===== src/rtl/fse_pkg.sv =====
// fail-safe escalation: shared constants, field positions and types
// assumes a single 10 MHz core clock and an active-high power-on reset
package fse_pkg;

    // ------------------------------------------------------------------
    // clock and timing
    // ------------------------------------------------------------------
    localparam int CLK_MHZ       = 10;
    localparam int CLK_KHZ       = 10000;
    // reset pulse width is not fixed by the device, plain default
    localparam int RST_PULSE_US  = 1000;
    localparam int RST_PULSE_CYC = RST_PULSE_US * CLK_MHZ;
    // reset held low longer than eight seconds forces deep fail-safe
    localparam int LONG_RST_MS   = 8000;
    localparam int LONG_RST_CYC  = LONG_RST_MS * CLK_KHZ;
    localparam int PULSE_W       = 14;
    localparam int LONG_W        = 27;
    // cycles a driven-low pin needs before its readback is trusted
    localparam logic [3:0] SENSE_SETTLE = 4'h6;

    // ------------------------------------------------------------------
    // reset event counter levels
    // ------------------------------------------------------------------
    localparam logic [2:0] CNT_ZERO   = 3'h0;
    localparam logic [2:0] CNT_ONE    = 3'h1;
    localparam logic [2:0] CNT_PRESET = 3'h1;
    localparam logic [2:0] INTER_LO   = 3'h3;
    localparam logic [2:0] FINAL_LO   = 3'h6;
    localparam logic [2:0] INTER_HI   = 3'h1;
    localparam logic [2:0] FINAL_HI   = 3'h2;

    // ------------------------------------------------------------------
    // watchdog counters
    // ------------------------------------------------------------------
    localparam logic [2:0] REFRESH_COUNT_LIMIT = 3'h6;
    localparam logic [2:0] REFRESH_STEP        = 3'h1;
    localparam logic [3:0] WDE_LIMIT           = 4'h6;
    localparam logic [3:0] WDE_FAIL_STEP       = 4'h2;
    localparam logic [3:0] WDE_OK_STEP         = 4'h1;
    localparam logic [3:0] WDE_ZERO            = 4'h0;

    // ------------------------------------------------------------------
    // protected safety configuration word
    // ------------------------------------------------------------------
    localparam int CFG_W  = 8;
    localparam int CODE_W = 13;
    localparam logic [CFG_W-1:0] CFG_RESET = 8'h00;
    localparam int CFG_THR_SEL = 0;  // escalation_threshold_select
    localparam int CFG_IO_FS   = 1;  // i/o pair error drives fail-safe
    localparam int CFG_UV_FS   = 2;  // undervoltage drives fail-safe
    localparam int CFG_OV_FS   = 3;  // overvoltage drives fail-safe
    localparam int CFG_FB_FS   = 4;  // core feedback mismatch drives fail-safe

    // ------------------------------------------------------------------
    // synchronised pin inputs
    // ------------------------------------------------------------------
    localparam int NPIN          = 4;
    localparam int PIN_WAKE      = 0;
    localparam int PIN_EXT_RST_N = 1;
    localparam int PIN_RST_SENSE = 2;
    localparam int PIN_FS_SENSE  = 3;
    localparam logic [NPIN-1:0] PIN_RESET = 4'h2;

    typedef enum logic [0:0] {
        ST_RUN  = 1'b0,
        ST_DEEP = 1'b1
    } fse_state_e;

endpackage


===== src/rtl/fse_cfg_if.sv =====
// fail-safe escalation: carrier between escalation core and protected store
// assumes both ends run on the same core clock
`timescale 1ns/1ps
interface fse_cfg_if;
    logic                           wr;
    logic [fse_pkg::CFG_W-1:0]      wdata;
    logic                           protect;
    logic [fse_pkg::CODE_W-1:0]     flip;
    logic [fse_pkg::CFG_W-1:0]      rdata;
    logic                           sec;
    logic                           ded;

    modport owner (output wr, output wdata, output protect, output flip,
                   input rdata, input sec, input ded);
    modport store (input wr, input wdata, input protect, input flip,
                   output rdata, output sec, output ded);
endinterface


===== src/rtl/fse_secded_reg.sv =====
// fail-safe escalation: hamming-protected safety configuration word
// assumes writes are only offered while the owner keeps protect low
`timescale 1ns/1ps
module fse_secded_reg (
    input  wire logic   mclk_i,
    input  wire logic   rst_i,
    fse_cfg_if.store    cfg
);

    // ------------------------------------------------------------------
    // code construction: positions 1..12 hamming, bit 0 overall parity
    // ------------------------------------------------------------------
    function automatic logic [fse_pkg::CODE_W-1:0] enc(input logic [fse_pkg::CFG_W-1:0] d);
        logic [fse_pkg::CODE_W-1:0] c;
        c     = '0;
        c[3]  = d[0];
        c[5]  = d[1];
        c[6]  = d[2];
        c[7]  = d[3];
        c[9]  = d[4];
        c[10] = d[5];
        c[11] = d[6];
        c[12] = d[7];
        c[1]  = c[3] ^ c[5] ^ c[7] ^ c[9] ^ c[11];
        c[2]  = c[3] ^ c[6] ^ c[7] ^ c[10] ^ c[11];
        c[4]  = c[5] ^ c[6] ^ c[7] ^ c[12];
        c[8]  = c[9] ^ c[10] ^ c[11] ^ c[12];
        c[0]  = ^c[12:1];
        return c;
    endfunction

    logic [fse_pkg::CODE_W-1:0] code;
    logic [3:0]                 syn;
    logic                       par;
    logic                       single_err;
    logic                       double_err;
    logic [fse_pkg::CODE_W-1:0] fixed;

    // ------------------------------------------------------------------
    // check and correct
    // ------------------------------------------------------------------
    assign syn[0]     = code[1] ^ code[3] ^ code[5] ^ code[7] ^ code[9] ^ code[11];
    assign syn[1]     = code[2] ^ code[3] ^ code[6] ^ code[7] ^ code[10] ^ code[11];
    assign syn[2]     = code[4] ^ code[5] ^ code[6] ^ code[7] ^ code[12];
    assign syn[3]     = code[8] ^ code[9] ^ code[10] ^ code[11] ^ code[12];
    assign par        = ^code;
    // a syndrome past the last position with odd parity is not correctable
    assign single_err = cfg.protect & par & (syn <= 4'hC);
    assign double_err = cfg.protect & ((~par & (syn != 4'h0)) | (par & (syn > 4'hC)));
    assign fixed      = single_err ? (code ^ (13'h0001 << syn)) : code;
    // readback is the corrected word, so a single upset stays invisible
    assign cfg.rdata  = {fixed[12], fixed[11], fixed[10], fixed[9], fixed[7], fixed[6], fixed[5], fixed[3]};
    assign cfg.sec    = single_err;
    assign cfg.ded    = double_err;

    always_ff @(posedge mclk_i or posedge rst_i) begin
        if (rst_i) begin
            code <= enc(fse_pkg::CFG_RESET);
        end else if (cfg.wr && !cfg.protect) begin
            code <= enc(cfg.wdata);
        end else begin
            code <= fixed ^ cfg.flip;  // scrubbed word, then any injected upset
        end
    end

endmodule


===== src/rtl/fse_escalation.sv =====
// fail-safe escalation: reset event counter, reset/fail-safe outputs,
// deep fail-safe, release key check and protected configuration.
// assumes watchdog, supervisor and spi decode sit outside on the same clock;
// pin inputs are asynchronous and pass a three-stage filter here.
//
// Operation
// - every generated reset adds one to counter
// - one bit picks intermediate threshold one or three
// - bit low: fail-safe at three, deep at six
// - bit high: fail-safe at one, deep at two
// - deep: regulators off, outputs held, wake exits
// - reset low beyond eight seconds forces deep
// - listed fault and watchdog events count resets
// - self-test, double error, reset short always fail-safe
// - start-up or resume: counter one, fail-safe asserted
// - seven good refreshes bring counter one to zero
// - release needs no fault, zero count, key
// - key is challenge word reversed and inverted
// - config free in init, then hamming protected
// - single upset corrected silently, flag raised
// - double upset: flag, no correction, both asserted
// - refresh after limit of six decrements counter
// - wrong refresh clears refresh counter
// - failure adds two, good refresh subtracts one
`timescale 1ns/1ps
module fse_escalation #(
    parameter int RST_PULSE_CYC = fse_pkg::RST_PULSE_CYC,
    parameter int LONG_RST_CYC  = fse_pkg::LONG_RST_CYC
) (
    input  wire logic                       mclk_i,
    input  wire logic                       rst_i,
    input  wire logic                       wake_pin_i,
    input  wire logic                       ext_reset_n_i,
    input  wire logic                       rst_sense_i,
    input  wire logic                       fs_sense_i,
    input  wire logic                       safety_init_phase_i,
    input  wire logic                       low_power_off_resume_i,
    input  wire logic                       cfg_wr_i,
    input  wire logic [fse_pkg::CFG_W-1:0]  cfg_wdata_i,
    input  wire logic [fse_pkg::CODE_W-1:0] cfg_upset_i,
    input  wire logic                       key_wr_i,
    input  wire logic [7:0]                 key_wdata_i,
    input  wire logic [7:0]                 wd_challenge_word_i,
    input  wire logic                       wd_ok_i,
    input  wire logic                       wd_bad_i,
    input  wire logic                       wd_timeout_i,
    input  wire logic                       io_pair_err_i,
    input  wire logic                       undervolt_i,
    input  wire logic                       overvolt_i,
    input  wire logic                       core_fb_err_i,
    input  wire logic                       analog_self_test_fail_i,
    input  wire logic                       spi_reset_req_i,
    input  wire logic                       sec_flag_clr_i,
    output logic                            mcu_reset_out_n_o,
    output logic                            failsafe_out_n_o,
    output logic                            regulators_off_o,
    output logic                            deep_failsafe_o,
    output logic [2:0]                      reset_count_o,
    output logic [fse_pkg::CFG_W-1:0]       cfg_rdata_o,
    output logic                            sec_flag_o,
    output logic                            double_error_detect_o,
    output logic                            key_good_o
);

    fse_cfg_if cfg_bus ();

    fse_secded_reg u_store (
        .mclk_i (mclk_i),
        .rst_i  (rst_i),
        .cfg    (cfg_bus.store)
    );

    // ------------------------------------------------------------------
    // pin synchronisers: three stages, a change counts once 2nd and 3rd agree
    // ------------------------------------------------------------------
    logic [fse_pkg::NPIN-1:0] pin_s1;
    logic [fse_pkg::NPIN-1:0] pin_s2;
    logic [fse_pkg::NPIN-1:0] pin_s3;
    logic [fse_pkg::NPIN-1:0] pin_f;
    wire  [fse_pkg::NPIN-1:0] pin_raw = {fs_sense_i, rst_sense_i, ext_reset_n_i, wake_pin_i};
    wire  [fse_pkg::NPIN-1:0] pin_upd = ~(pin_s2 ^ pin_s3) & (pin_s3 ^ pin_f);

    always_ff @(posedge mclk_i or posedge rst_i) begin
        if (rst_i) begin
            pin_s1 <= fse_pkg::PIN_RESET;
            pin_s2 <= fse_pkg::PIN_RESET;
            pin_s3 <= fse_pkg::PIN_RESET;
            pin_f  <= fse_pkg::PIN_RESET;
        end else begin
            pin_s1 <= pin_raw;
            pin_s2 <= pin_s1;
            pin_s3 <= pin_s2;
            pin_f  <= pin_f ^ pin_upd;
        end
    end

    // ------------------------------------------------------------------
    // state registers
    // ------------------------------------------------------------------
    fse_pkg::fse_state_e            state;
    logic [2:0]                     cnt;
    logic [2:0]                     refresh_cnt;
    logic [3:0]                     wde_cnt;
    logic                           fs_hold;
    logic                           key_good;
    logic                           sec_flag;
    logic [fse_pkg::PULSE_W-1:0]    pulse_cnt;
    logic [fse_pkg::LONG_W-1:0]     long_cnt;
    logic [3:0]                     fs_low_cnt;
    logic [5:0]                     lvl_q;

    // ------------------------------------------------------------------
    // configuration and fault decode
    // ------------------------------------------------------------------
    wire       deep      = (state == fse_pkg::ST_DEEP);
    wire [7:0] cfg       = cfg_bus.rdata;
    wire       ded       = cfg_bus.ded;
    // threshold bit only writable in init
    assign cfg_bus.wr      = cfg_wr_i;
    assign cfg_bus.wdata   = cfg_wdata_i;
    assign cfg_bus.protect = ~safety_init_phase_i;
    assign cfg_bus.flip    = cfg_upset_i;
    wire       thr_sel   = cfg[fse_pkg::CFG_THR_SEL];
    wire [2:0] inter_lvl = thr_sel ? fse_pkg::INTER_HI : fse_pkg::INTER_LO;
    wire [2:0] final_lvl = thr_sel ? fse_pkg::FINAL_HI : fse_pkg::FINAL_LO;
    // settled low drive only, so our own edge is no short
    wire       rst_short = (long_cnt >= fse_pkg::LONG_W'(fse_pkg::SENSE_SETTLE)) & pin_f[fse_pkg::PIN_RST_SENSE];
    wire       fs_short  = (fs_low_cnt == fse_pkg::SENSE_SETTLE) & pin_f[fse_pkg::PIN_FS_SENSE];
    wire       fault_fix = analog_self_test_fail_i | ded | rst_short;
    wire       fault_cfg = (io_pair_err_i & cfg[fse_pkg::CFG_IO_FS]) | (undervolt_i & cfg[fse_pkg::CFG_UV_FS])
                         | (overvolt_i & cfg[fse_pkg::CFG_OV_FS]) | (core_fb_err_i & cfg[fse_pkg::CFG_FB_FS]);
    wire       fault_now = fault_fix | fault_cfg;
    wire [5:0] lvl       = {fs_short, ded, core_fb_err_i, overvolt_i, undervolt_i, io_pair_err_i};
    wire [5:0] lvl_rise  = lvl & ~lvl_q;

    // ------------------------------------------------------------------
    // watchdog counters and reset event collection
    // ------------------------------------------------------------------
    wire       wd_fail   = wd_bad_i | wd_timeout_i;
    // plus two on failure, minus one on good refresh
    wire [3:0] wde_step  = wd_fail ? 4'(wde_cnt + fse_pkg::WDE_FAIL_STEP)
                         : (wd_ok_i && wde_cnt != fse_pkg::WDE_ZERO) ? 4'(wde_cnt - fse_pkg::WDE_OK_STEP) : wde_cnt;
    wire       wde_hit   = (wde_step >= fse_pkg::WDE_LIMIT);
    wire       ext_fall  = pin_upd[fse_pkg::PIN_EXT_RST_N] & ~pin_s3[fse_pkg::PIN_EXT_RST_N];
    wire       rst_event = ~deep & (ext_fall | (|lvl_rise) | spi_reset_req_i | wd_timeout_i
                         | (safety_init_phase_i & wd_bad_i) | wde_hit);
    wire [2:0] cnt_inc   = 3'(cnt + fse_pkg::CNT_ONE);
    // refresh past the limit earns a decrement
    wire       cnt_dec   = wd_ok_i & (refresh_cnt == fse_pkg::REFRESH_COUNT_LIMIT) & (cnt != fse_pkg::CNT_ZERO);
    wire       long_hit  = (long_cnt >= fse_pkg::LONG_W'(LONG_RST_CYC));
    wire       to_deep   = (rst_event & (cnt_inc >= final_lvl)) | long_hit;
    // only a wake transition or power-on leaves deep
    wire       wake_exit = deep & pin_upd[fse_pkg::PIN_WAKE];
    wire       restart   = wake_exit | (~deep & low_power_off_resume_i);
    // expected key is reversed and inverted challenge
    wire [7:0] key_exp   = ~{<<{wd_challenge_word_i}};
    wire       key_match = key_wr_i & (key_wdata_i == key_exp);
    wire       release_ok = ~fault_now & (cnt == fse_pkg::CNT_ZERO) & key_good & ~rst_event & ~deep;
    wire       reset_low  = deep | (pulse_cnt != '0) | ~pin_f[fse_pkg::PIN_EXT_RST_N] | ded | rst_short;
    wire       fs_low     = deep | fs_hold;

    // next values of the escalation state
    fse_pkg::fse_state_e next_state;
    logic [2:0]          next_cnt;
    logic                next_fs_hold;
    always_comb begin
        next_state   = state;
        next_cnt     = cnt;
        next_fs_hold = fs_hold;
        case (state)
            fse_pkg::ST_RUN: begin
                if (restart) begin
                    next_cnt     = fse_pkg::CNT_PRESET;
                    next_fs_hold = 1'b1;
                end else if (to_deep) begin
                    next_state   = fse_pkg::ST_DEEP;
                    next_cnt     = final_lvl;
                    next_fs_hold = 1'b1;
                end else if (rst_event) begin
                    next_cnt     = cnt_inc;
                    next_fs_hold = fs_hold | fault_now | (cnt_inc >= inter_lvl);
                end else begin
                    next_cnt     = cnt_dec ? 3'(cnt - fse_pkg::CNT_ONE) : cnt;
                    next_fs_hold = (fs_hold | fault_now) & ~release_ok;
                end
            end
            fse_pkg::ST_DEEP: begin
                if (wake_exit) begin
                    next_state   = fse_pkg::ST_RUN;
                    next_cnt     = fse_pkg::CNT_PRESET;
                    next_fs_hold = 1'b1;
                end
            end
            default: begin
                next_state   = fse_pkg::ST_DEEP;
                next_fs_hold = 1'b1;
            end
        endcase
    end

    // ------------------------------------------------------------------
    // registers; power-on behaves as a start-up with counter at one
    // ------------------------------------------------------------------
    // start-up preset
    always_ff @(posedge mclk_i or posedge rst_i) begin
        if (rst_i) begin
            state   <= fse_pkg::ST_RUN;
            cnt     <= fse_pkg::CNT_PRESET;
            fs_hold <= 1'b1;
            lvl_q   <= '0;
        end else begin
            state   <= next_state;
            cnt     <= next_cnt;
            fs_hold <= next_fs_hold;
            lvl_q   <= lvl;
        end
    end

    // wrong refresh clears; limit then wrap
    always_ff @(posedge mclk_i or posedge rst_i) begin
        if (rst_i) begin
            refresh_cnt <= fse_pkg::CNT_ZERO;
            wde_cnt     <= fse_pkg::WDE_ZERO;
        end else begin
            if (wd_fail) begin
                refresh_cnt <= fse_pkg::CNT_ZERO;
            end else if (wd_ok_i) begin
                refresh_cnt <= (refresh_cnt == fse_pkg::REFRESH_COUNT_LIMIT) ? fse_pkg::CNT_ZERO
                             : 3'(refresh_cnt + fse_pkg::REFRESH_STEP);
            end
            wde_cnt <= wde_hit ? fse_pkg::WDE_ZERO : wde_step;
        end
    end

    // reset pulse and low-time timers; power-on starts with one pulse
    always_ff @(posedge mclk_i or posedge rst_i) begin
        if (rst_i) begin
            pulse_cnt  <= fse_pkg::PULSE_W'(RST_PULSE_CYC);
            long_cnt   <= '0;
            fs_low_cnt <= '0;
        end else begin
            if (rst_event | wake_exit) begin
                pulse_cnt <= fse_pkg::PULSE_W'(RST_PULSE_CYC);
            end else if (pulse_cnt != '0) begin
                pulse_cnt <= pulse_cnt - 1'b1;
            end
            // count continuous low time outside deep
            long_cnt   <= (reset_low & ~deep & ~long_hit) ? fse_pkg::LONG_W'(long_cnt + 1'b1) : '0;
            fs_low_cnt <= ~fs_low ? 4'h0 : (fs_low_cnt == fse_pkg::SENSE_SETTLE) ? fs_low_cnt : 4'(fs_low_cnt + 1'b1);
        end
    end

    // wrong key clears, good key sets; flag set beats clear
    always_ff @(posedge mclk_i or posedge rst_i) begin
        if (rst_i) begin
            key_good <= 1'b0;
            sec_flag <= 1'b0;
        end else begin
            if (key_wr_i) begin
                key_good <= key_match;
            end else if (release_ok | restart) begin
                key_good <= 1'b0;  // one key per release, never reused
            end
            sec_flag <= cfg_bus.sec | ded | (sec_flag & ~sec_flag_clr_i);
        end
    end

    always_ff @(posedge mclk_i or posedge rst_i) begin
        if (rst_i) begin
            mcu_reset_out_n_o <= 1'b0;
            failsafe_out_n_o  <= 1'b0;
            regulators_off_o  <= 1'b0;
        end else begin
            mcu_reset_out_n_o <= ~reset_low;
            failsafe_out_n_o  <= ~fs_low;
            regulators_off_o  <= deep;
        end
    end

    assign deep_failsafe_o       = deep;
    assign reset_count_o         = cnt;
    assign cfg_rdata_o           = cfg;
    assign sec_flag_o            = sec_flag;
    assign double_error_detect_o = ded;
    assign key_good_o            = key_good;

endmodule


===== config.mk =====
export PLATFORM = sky130hd
export DESIGN_NAME = fse_escalation
export DESIGN_NICKNAME = d
export VERILOG_FILES = /design/src/rtl/fse_pkg.sv /design/src/rtl/fse_cfg_if.sv /design/src/rtl/fse_secded_reg.sv /design/src/rtl/fse_escalation.sv
export SDC_FILE = /design/constraint.sdc
export NUM_CORES = 1
export LEC_CHECK = 0
export BUFFER_PORTS_ARGS = -buffer_cell sky130_fd_sc_hd__buf_2
export CAP_MARGIN = 5
export CORE_ASPECT_RATIO = 0.9
export CORE_MARGIN = 5
export CORE_UTILIZATION = 40
export DETAILED_ROUTE_END_ITERATION = 12
export SYNTH_ARGS = -nofsm -noshare
export SYNTH_HDL_FRONTEND = slang
export SYNTH_SLANG_ARGS = --single-unit

===== constraint.sdc =====
create_clock -name mclk_i -period 3.8 [get_ports mclk_i]
set_input_delay 0.57 -clock mclk_i [delete_from_list [all_inputs] [get_ports mclk_i]]
set_output_delay 0.57 -clock mclk_i [all_outputs]
set_load 0.02 [all_outputs]

==> out/results.ini, run 1 <==
[drt]
met2_wirelength_um=6190
maxUsedRoutingLayer=met4
drt_iter0_drc=300
ant_nets=0
post_drt_wl_per_cell_um=15.7
finalWirelength_um=13300
wl_met3_um=718
vias=4338
dr.pass1.iters=4
drc=0
viasPerCell=5.10
m1WireLength_um=6180

[setup_path]
cp-end-kind=output port
crit_path_start=u_store.code[9]
cp.required_ns=3.23
reg2reg_to=reset_count_o[1]
max_stage_delay_ns=0.57
start_kind=flip-flop
rr_worst_depth=8
crit_fanout=5
reg2reg_setup_slack_ns=0.50
crit_chain=xnor2_1 -> xor3_2 -> nor2b_4 -> o21ai_0 -> a211oi_1 -> mux2_2 -> buf_2
reg2reg_from=u_store.code[11]
crit_arrival_ns=2.82
path_class=flip-flop to output port
critPathCapture=cfg_rdata_o[7]
critPathSlowestCell=xor3_2

[logic_synthesis]
synthesis.area_mm2=0.00573
synthXorXnorAreaFrac_pct=18.1
synthAdderAreaFrac_pct=3.98
synth-simple-area-share_pct=21.9
synth-seq-cells=97
synth_compound_area_share_pct=9.59
synth_cells=573
ys_warn_count=0
seq_area_frac_synth_pct=42.6
synth_flop_cell=dfrtp_1
synth-edff-count=0
synth_mux_area_share_pct=0.918
ys_async_sr_fraction_pct=100
ys_types=64
synth_nets=645
synth_top_family_by_area=simple AND/OR/NAND/NOR gates
syn_avg_cell_area_um2=9.99

[placed_design]
place_congestion=0.935
place_ws_ns=0.607
hpwl_um=10200
numPortBuffers=74
place_area_mm2=0.00631

[cells_and_area]
fill_cells=1354
diodes=0
final_util_pct=47.1
final_common_cell=dfrtp_1
mostFrequentLayoutCells=dfrtp_1, buf_2, xnor2_1, nor2_1, nand2_1
final-seq-area_mm2=0.00244
post_route_cells_drive_above_1_share_pct=22.1
finalNetCount=724
multi_input_area_mm2=0.00313
finalInstanceArea_mm2=0.00662
area_delta_synth_final_pct=15.6

[clocking]
clk_latency_ns=0.35
tritoncts=built
ctsResizeCount=0
clock_path_buffers=2
h-tree-depth=3
clk_pin_slew_ns=0.07
cts_setup_buffers=0
root_buffer=clkbuf_16
holdBufCountCts=0
clock_sinks=97
numCtsBuffers=9

[die]
rows=41
fp.dieW_um=136
dieArea_mm2=0.0168
core_area_mm2=0.0141
io_pins=75
initial_core_util_pct=40.7
die_h_um=124

[pwr]
irDropWorstVdd_v=0.000482
total_power_mw=6.12
power_density_mw_per_mm2=925
p_leak_nw=2.85

[grt]
grt_pass1_wl_um=22000
antenna_found_initial=0
grt_max_degree=41
grtUsageTotal_pct=16.6
grt_pass1_vias=4400
gr-total-overflow=0

[timing]
rsz0062_at_grt=false
setup_viol=0
skew_ns=0.0110
clock.fmax_ghz=0.295
setup_slack_ns=0.413
period_share_pct=89.1
slew_headroom_pct=28.5
period_minus_slack_ns=3.39
worstMarginPinSlew_ns=1.06
setup_tns_ns=0
finalHoldViolations=0
finalMaxSlewViolations=0

[run_status]
status=completed

[flow_run]
cap_violations=0

[worst_hold_path]
hp-class=primary input to async pin

-- how the worst min path moves through the flow --
stage | end | cells past startpoint | slack, ns
global route | long_cnt[9] | 2 | 0.30
global placement | pin_s2[3] | 0 | 0.34
CTS | long_cnt[11] | 2 | 0.28
finish | mcu_reset_out_n_o | 2 | 0.27
floorplan | pin_s2[0] | 0 | 0.33
detailed placement | pin_s2[0] | 0 | 0.34
-- power by group --
group          internal [mW]  total, mW  switching, mW
Clock                  0.523      0.952          0.428
Combinational           1.47       3.68           2.20
Sequential              1.24       1.50          0.250
-- final cells by class --
cell class,instances,area share (%)
Multi-Input combinational cell,444,47.2
Sequential cell,97,36.9
Timing Repair Buffer,79,6.35
Tap cell,193,3.65
Clock buffer,9,3.40
Clock inverter,7,1.27
Inverter,21,1.23
-- state kept, by name, indices dropped and copies added (netlist names), named ones only --
signal             flops
long_cnt              27
pulse_cnt             14
u_store.code          13
lvl_q                  6
fs_low_cnt             4
pin_s1                 4
pin_s2                 4
pin_s3                 4
wde_cnt                4
refresh_cnt            3
reset_count_o          3
deep_failsafe_o        1
failsafe_out_n_o       1
fs_hold                1
key_good_o             1
mcu_reset_out_n_o      1
regulators_off_o       1
sec_flag_o             1
-- cells by family after synthesis --
group	after synthesis
simple gates	228
xor+xnor	106
flops	97
compound gates	85
buf+inv	32
fa+ha+maj	19
mux	5
other cells	1
-- through the flow --
stage / hold slack, ns / std cells
6_report: 0.267 / 850
5_1_grt: 0.296 / 850
4_1_cts: 0.277 / 850
3_5_place_dp: 0.336 / 834
3_3_place_gp: 0.336 / 834
2_1_floorplan: 0.331 / 573
-- synth_stat cells (3+ instances only) --
master	count	area (µm²)
nand2_1	44	165
maj3_1	4	40.0
o41ai_1	3	26.3
a2111oi_0	3	26.3
or4_1	3	22.5
inv_1	21	78.8
nor3_1	15	75.1
and2_1	3	18.8
nand4_1	9	56.3
dfrtp_1	86	2150
nor2_4	18	203
clkbuf_1	7	26.3
nor2_1	58	218
xnor2_2	3	48.8
mux2i_1	3	30.0
a211oi_1	7	52.6
nand3b_1	4	30.0
nand2b_1	6	37.5
and3_1	8	50.1
nor4_1	12	75.1
nor2b_1	6	37.5
nand3_1	22	110
or3_1	6	37.5
o31ai_1	3	22.5
a21oi_1	26	130
ha_1	15	188
xnor2_1	58	508
a31oi_1	3	18.8
dfstp_2	11	289
xor2_1	39	342
o21ai_0	17	85.1
and4_1	3	26.3
o211ai_1	7	52.6
-- critical path: cells and delay by family, from the launching register on --
| kind | cells | cell delay [ns] |
|---|---|---|
| AOI/OAI and AO/OA | 2 | 0.38 |
| xor gates and xnor gates | 2 | 0.89 |
| buffers and inverters | 1 | 0.17 |
| DFF | 1 | 0.44 |
| muxes | 1 | 0.40 |
| and+or+nand+nor | 1 | 0.19 |
-- layer usage --
layer  up-vias  GRT usage, %
li1       2143             -
met1      2070          22.6
met2       109          26.6
met3        16          3.46
met4         0          5.29
met5         -             0
Power figures use the tool's default switching activity.
==> run 2, diff against run 1 <==
==> constraint.sdc (replaced) <==
create_clock -name mclk_i -period 4.1 [get_ports mclk_i]
set_input_delay 0.615 -clock mclk_i [delete_from_list [all_inputs] [get_ports mclk_i]]
set_output_delay 0.615 -clock mclk_i [all_outputs]
set_load 0.02 [all_outputs]
==> out/results.ini, run 2 (synthesis results as in run 1) <==
[pwr]
pwr-share-seq_pct=24.7
pwr-share-clk_pct=15.1
power_density_mw_per_mm2=851
irDropWorstVdd_v=0.000523
combPwrFrac_pct=60.2
power.internal_mw=2.93
p_switching_mw=2.67
p_leak_nw=2.84
sw_frac_of_total_pct=47.7

[cells_and_area]
finalNetCount=723
fill_cells=1337
diodes=0
final_common_cell=dfrtp_1
regMostFlops=long_cnt
post_route_cells_drive_above_1_share_pct=22.0
largest_register_ffs=27
area_delta_synth_final_pct=15.0
layoutNonFillerInstCount=849
reg_top3=long_cnt: 27 flops, pulse_cnt: 14 flops, u_store.code: 13 flops
mostFrequentLayoutCells=dfrtp_1, buf_2, xnor2_1, nor2_1, nand2_1

[die]
io_pins=75
rows=41
initial_core_util_pct=40.7
die_h_um=124
dieArea_mm2=0.0168
core_area_mm2=0.0141
fp.dieW_um=136

[setup_path]
cp.required_ns=4.39
critPathSlowestCell=a2111oi_0
crit_chain=xnor2_1 -> xnor2_2 -> xnor2_1 -> nand4_1 -> xnor2_1 -> buf_4 -> ha_1 -> o21ai_0 -> a21oi_1 -> a2111oi_0 -> o211ai_1 -> a22o_1
cpMostUsedCell=xnor2_1
path_class=flip-flop to flip-flop
crit_arrival_ns=3.81
crit_fanout=8
start_kind=flip-flop
max_stage_delay_ns=0.52
cp-end-kind=flip-flop

[timing]
slew_headroom_pct=27.6
clock.fmax_ghz=0.284
worstMarginPinSlew_ns=1.08
finalHoldViolations=0
setup_viol=0
period_share_pct=85.8
setup_tns_ns=0
rsz0062_at_grt=false
skew_ns=0.0101
finalMaxSlewViolations=0
period_minus_slack_ns=3.52

[drt]
dr.pass1.iters=5
vias=4385
ant_nets=0
finalWirelength_um=13000
drt_iter0_drc=291
drc=0
viasPerCell=5.16
post_drt_wl_per_cell_um=15.3

[clocking]
clk_pin_slew_ns=0.08
clock_path_buffers=2
h-tree-depth=3
cts_setup_buffers=0
clk_latency_ns=0.36
root_buffer=clkbuf_16
tritoncts=built
holdBufCountCts=0
clock_sinks=97
numCtsBuffers=9
ctsResizeCount=0

[placed_design]
numPortBuffers=74
place_congestion=0.900
hpwl_um=9820
dpl.cell_count=833

[grt]
grt_pass1_wl_um=21000
antenna_found_initial=0
gr-total-overflow=0
grt_max_degree=79
grt_pass1_vias=4217
grtUsageTotal_pct=15.9

[flow_run]
cap_violations=0

[worst_hold_path]
hp-class=flip-flop to flip-flop

[run_status]
status=completed

[run 2: changes by cell type in the layout (fill, tap and decap cells not counted)]
cell / delta
bufinv_16: -1
clkinv_8: +1
buf_12: -1
clkinv_4: -1
inv_6: +1
[run 2: worst max-delay path, delay by kind of cell (launching register included)]
kind / cells / cell delay [ns]
AOI/OAI and AO/OA: 5 / 1.16
xor gates and xnor gates: 4 / 1.22
adders and majority gates: 1 / 0.29
buffers and inverters: 1 / 0.16
DFF: 1 / 0.44
and+or+nand+nor: 1 / 0.18
[run 2: final timing paths]
path                       slack (ns)               to       startpoint  depth (start not counted)
max                              0.58          fs_hold  u_store.code[9]                         12
min                              0.35        pin_s2[3]        pin_s1[3]                          0
max reg2reg                      0.58          fs_hold  u_store.code[9]                         12
min reg2reg                      0.35        pin_s2[3]        pin_s1[3]                          0
max in group asynchronous        2.79  u_store.code[1]            rst_i                          3
min in group asynchronous        0.47      long_cnt[8]            rst_i                          2
[run 2: layer usage]
| metal | track usage, % | wire [µm] |
|---|---|---|
| met3 | 4.31 | 751 |
| met5 | 0 | 0 |
| met2 | 24.8 | 6000 |
| met1 | 21.9 | 6120 |
| met4 | 4.22 | 123 |
[run 2: stage by stage]
| step | area (µm²) | power [mW] | utilization (%) | hold slack (ns) | worst slack, ns |
|---|---|---|---|---|---|
| 2_1_floorplan | 5730 | 3.99 | - | 0.331 | 0.644 |
| 3_3_place_gp | 6290 | 4.67 | 44.7 | 0.335 | 0.793 |
| 3_5_place_dp | 6290 | 4.73 | 44.7 | 0.335 | 0.635 |
| 4_1_cts | 6590 | 5.61 | 46.8 | 0.337 | 0.609 |
| 5_1_grt | 6590 | 6.01 | 46.8 | 0.339 | 0.253 |
| 6_report | 6590 | 5.61 | 46.8 | 0.350 | 0.583 |
[run 2: layout make-up]
| class | count | area [µm²] | area share, % |
|---|---|---|---|
| clock buffers | 9 | 225 | 3.42 |
| clock inverters | 7 | 70.1 | 1.06 |
| inverters | 21 | 81.3 | 1.24 |
| multi-input cells | 444 | 3130 | 47.5 |
| flip-flops and latches | 97 | 2440 | 37.1 |
| well taps | 193 | 241 | 3.67 |
| repair buffers | 78 | 400 | 6.08 |
[run 2: power groups by stage]
stage	Clock, mW	Combinational (mW)	Sequential (mW)
floorplan	0	2.63	1.36
global placement	0	3.28	1.39
detailed placement	0	3.32	1.40
CTS	0.874	3.35	1.39
global route	0.904	3.69	1.41
finish	0.846	3.37	1.39
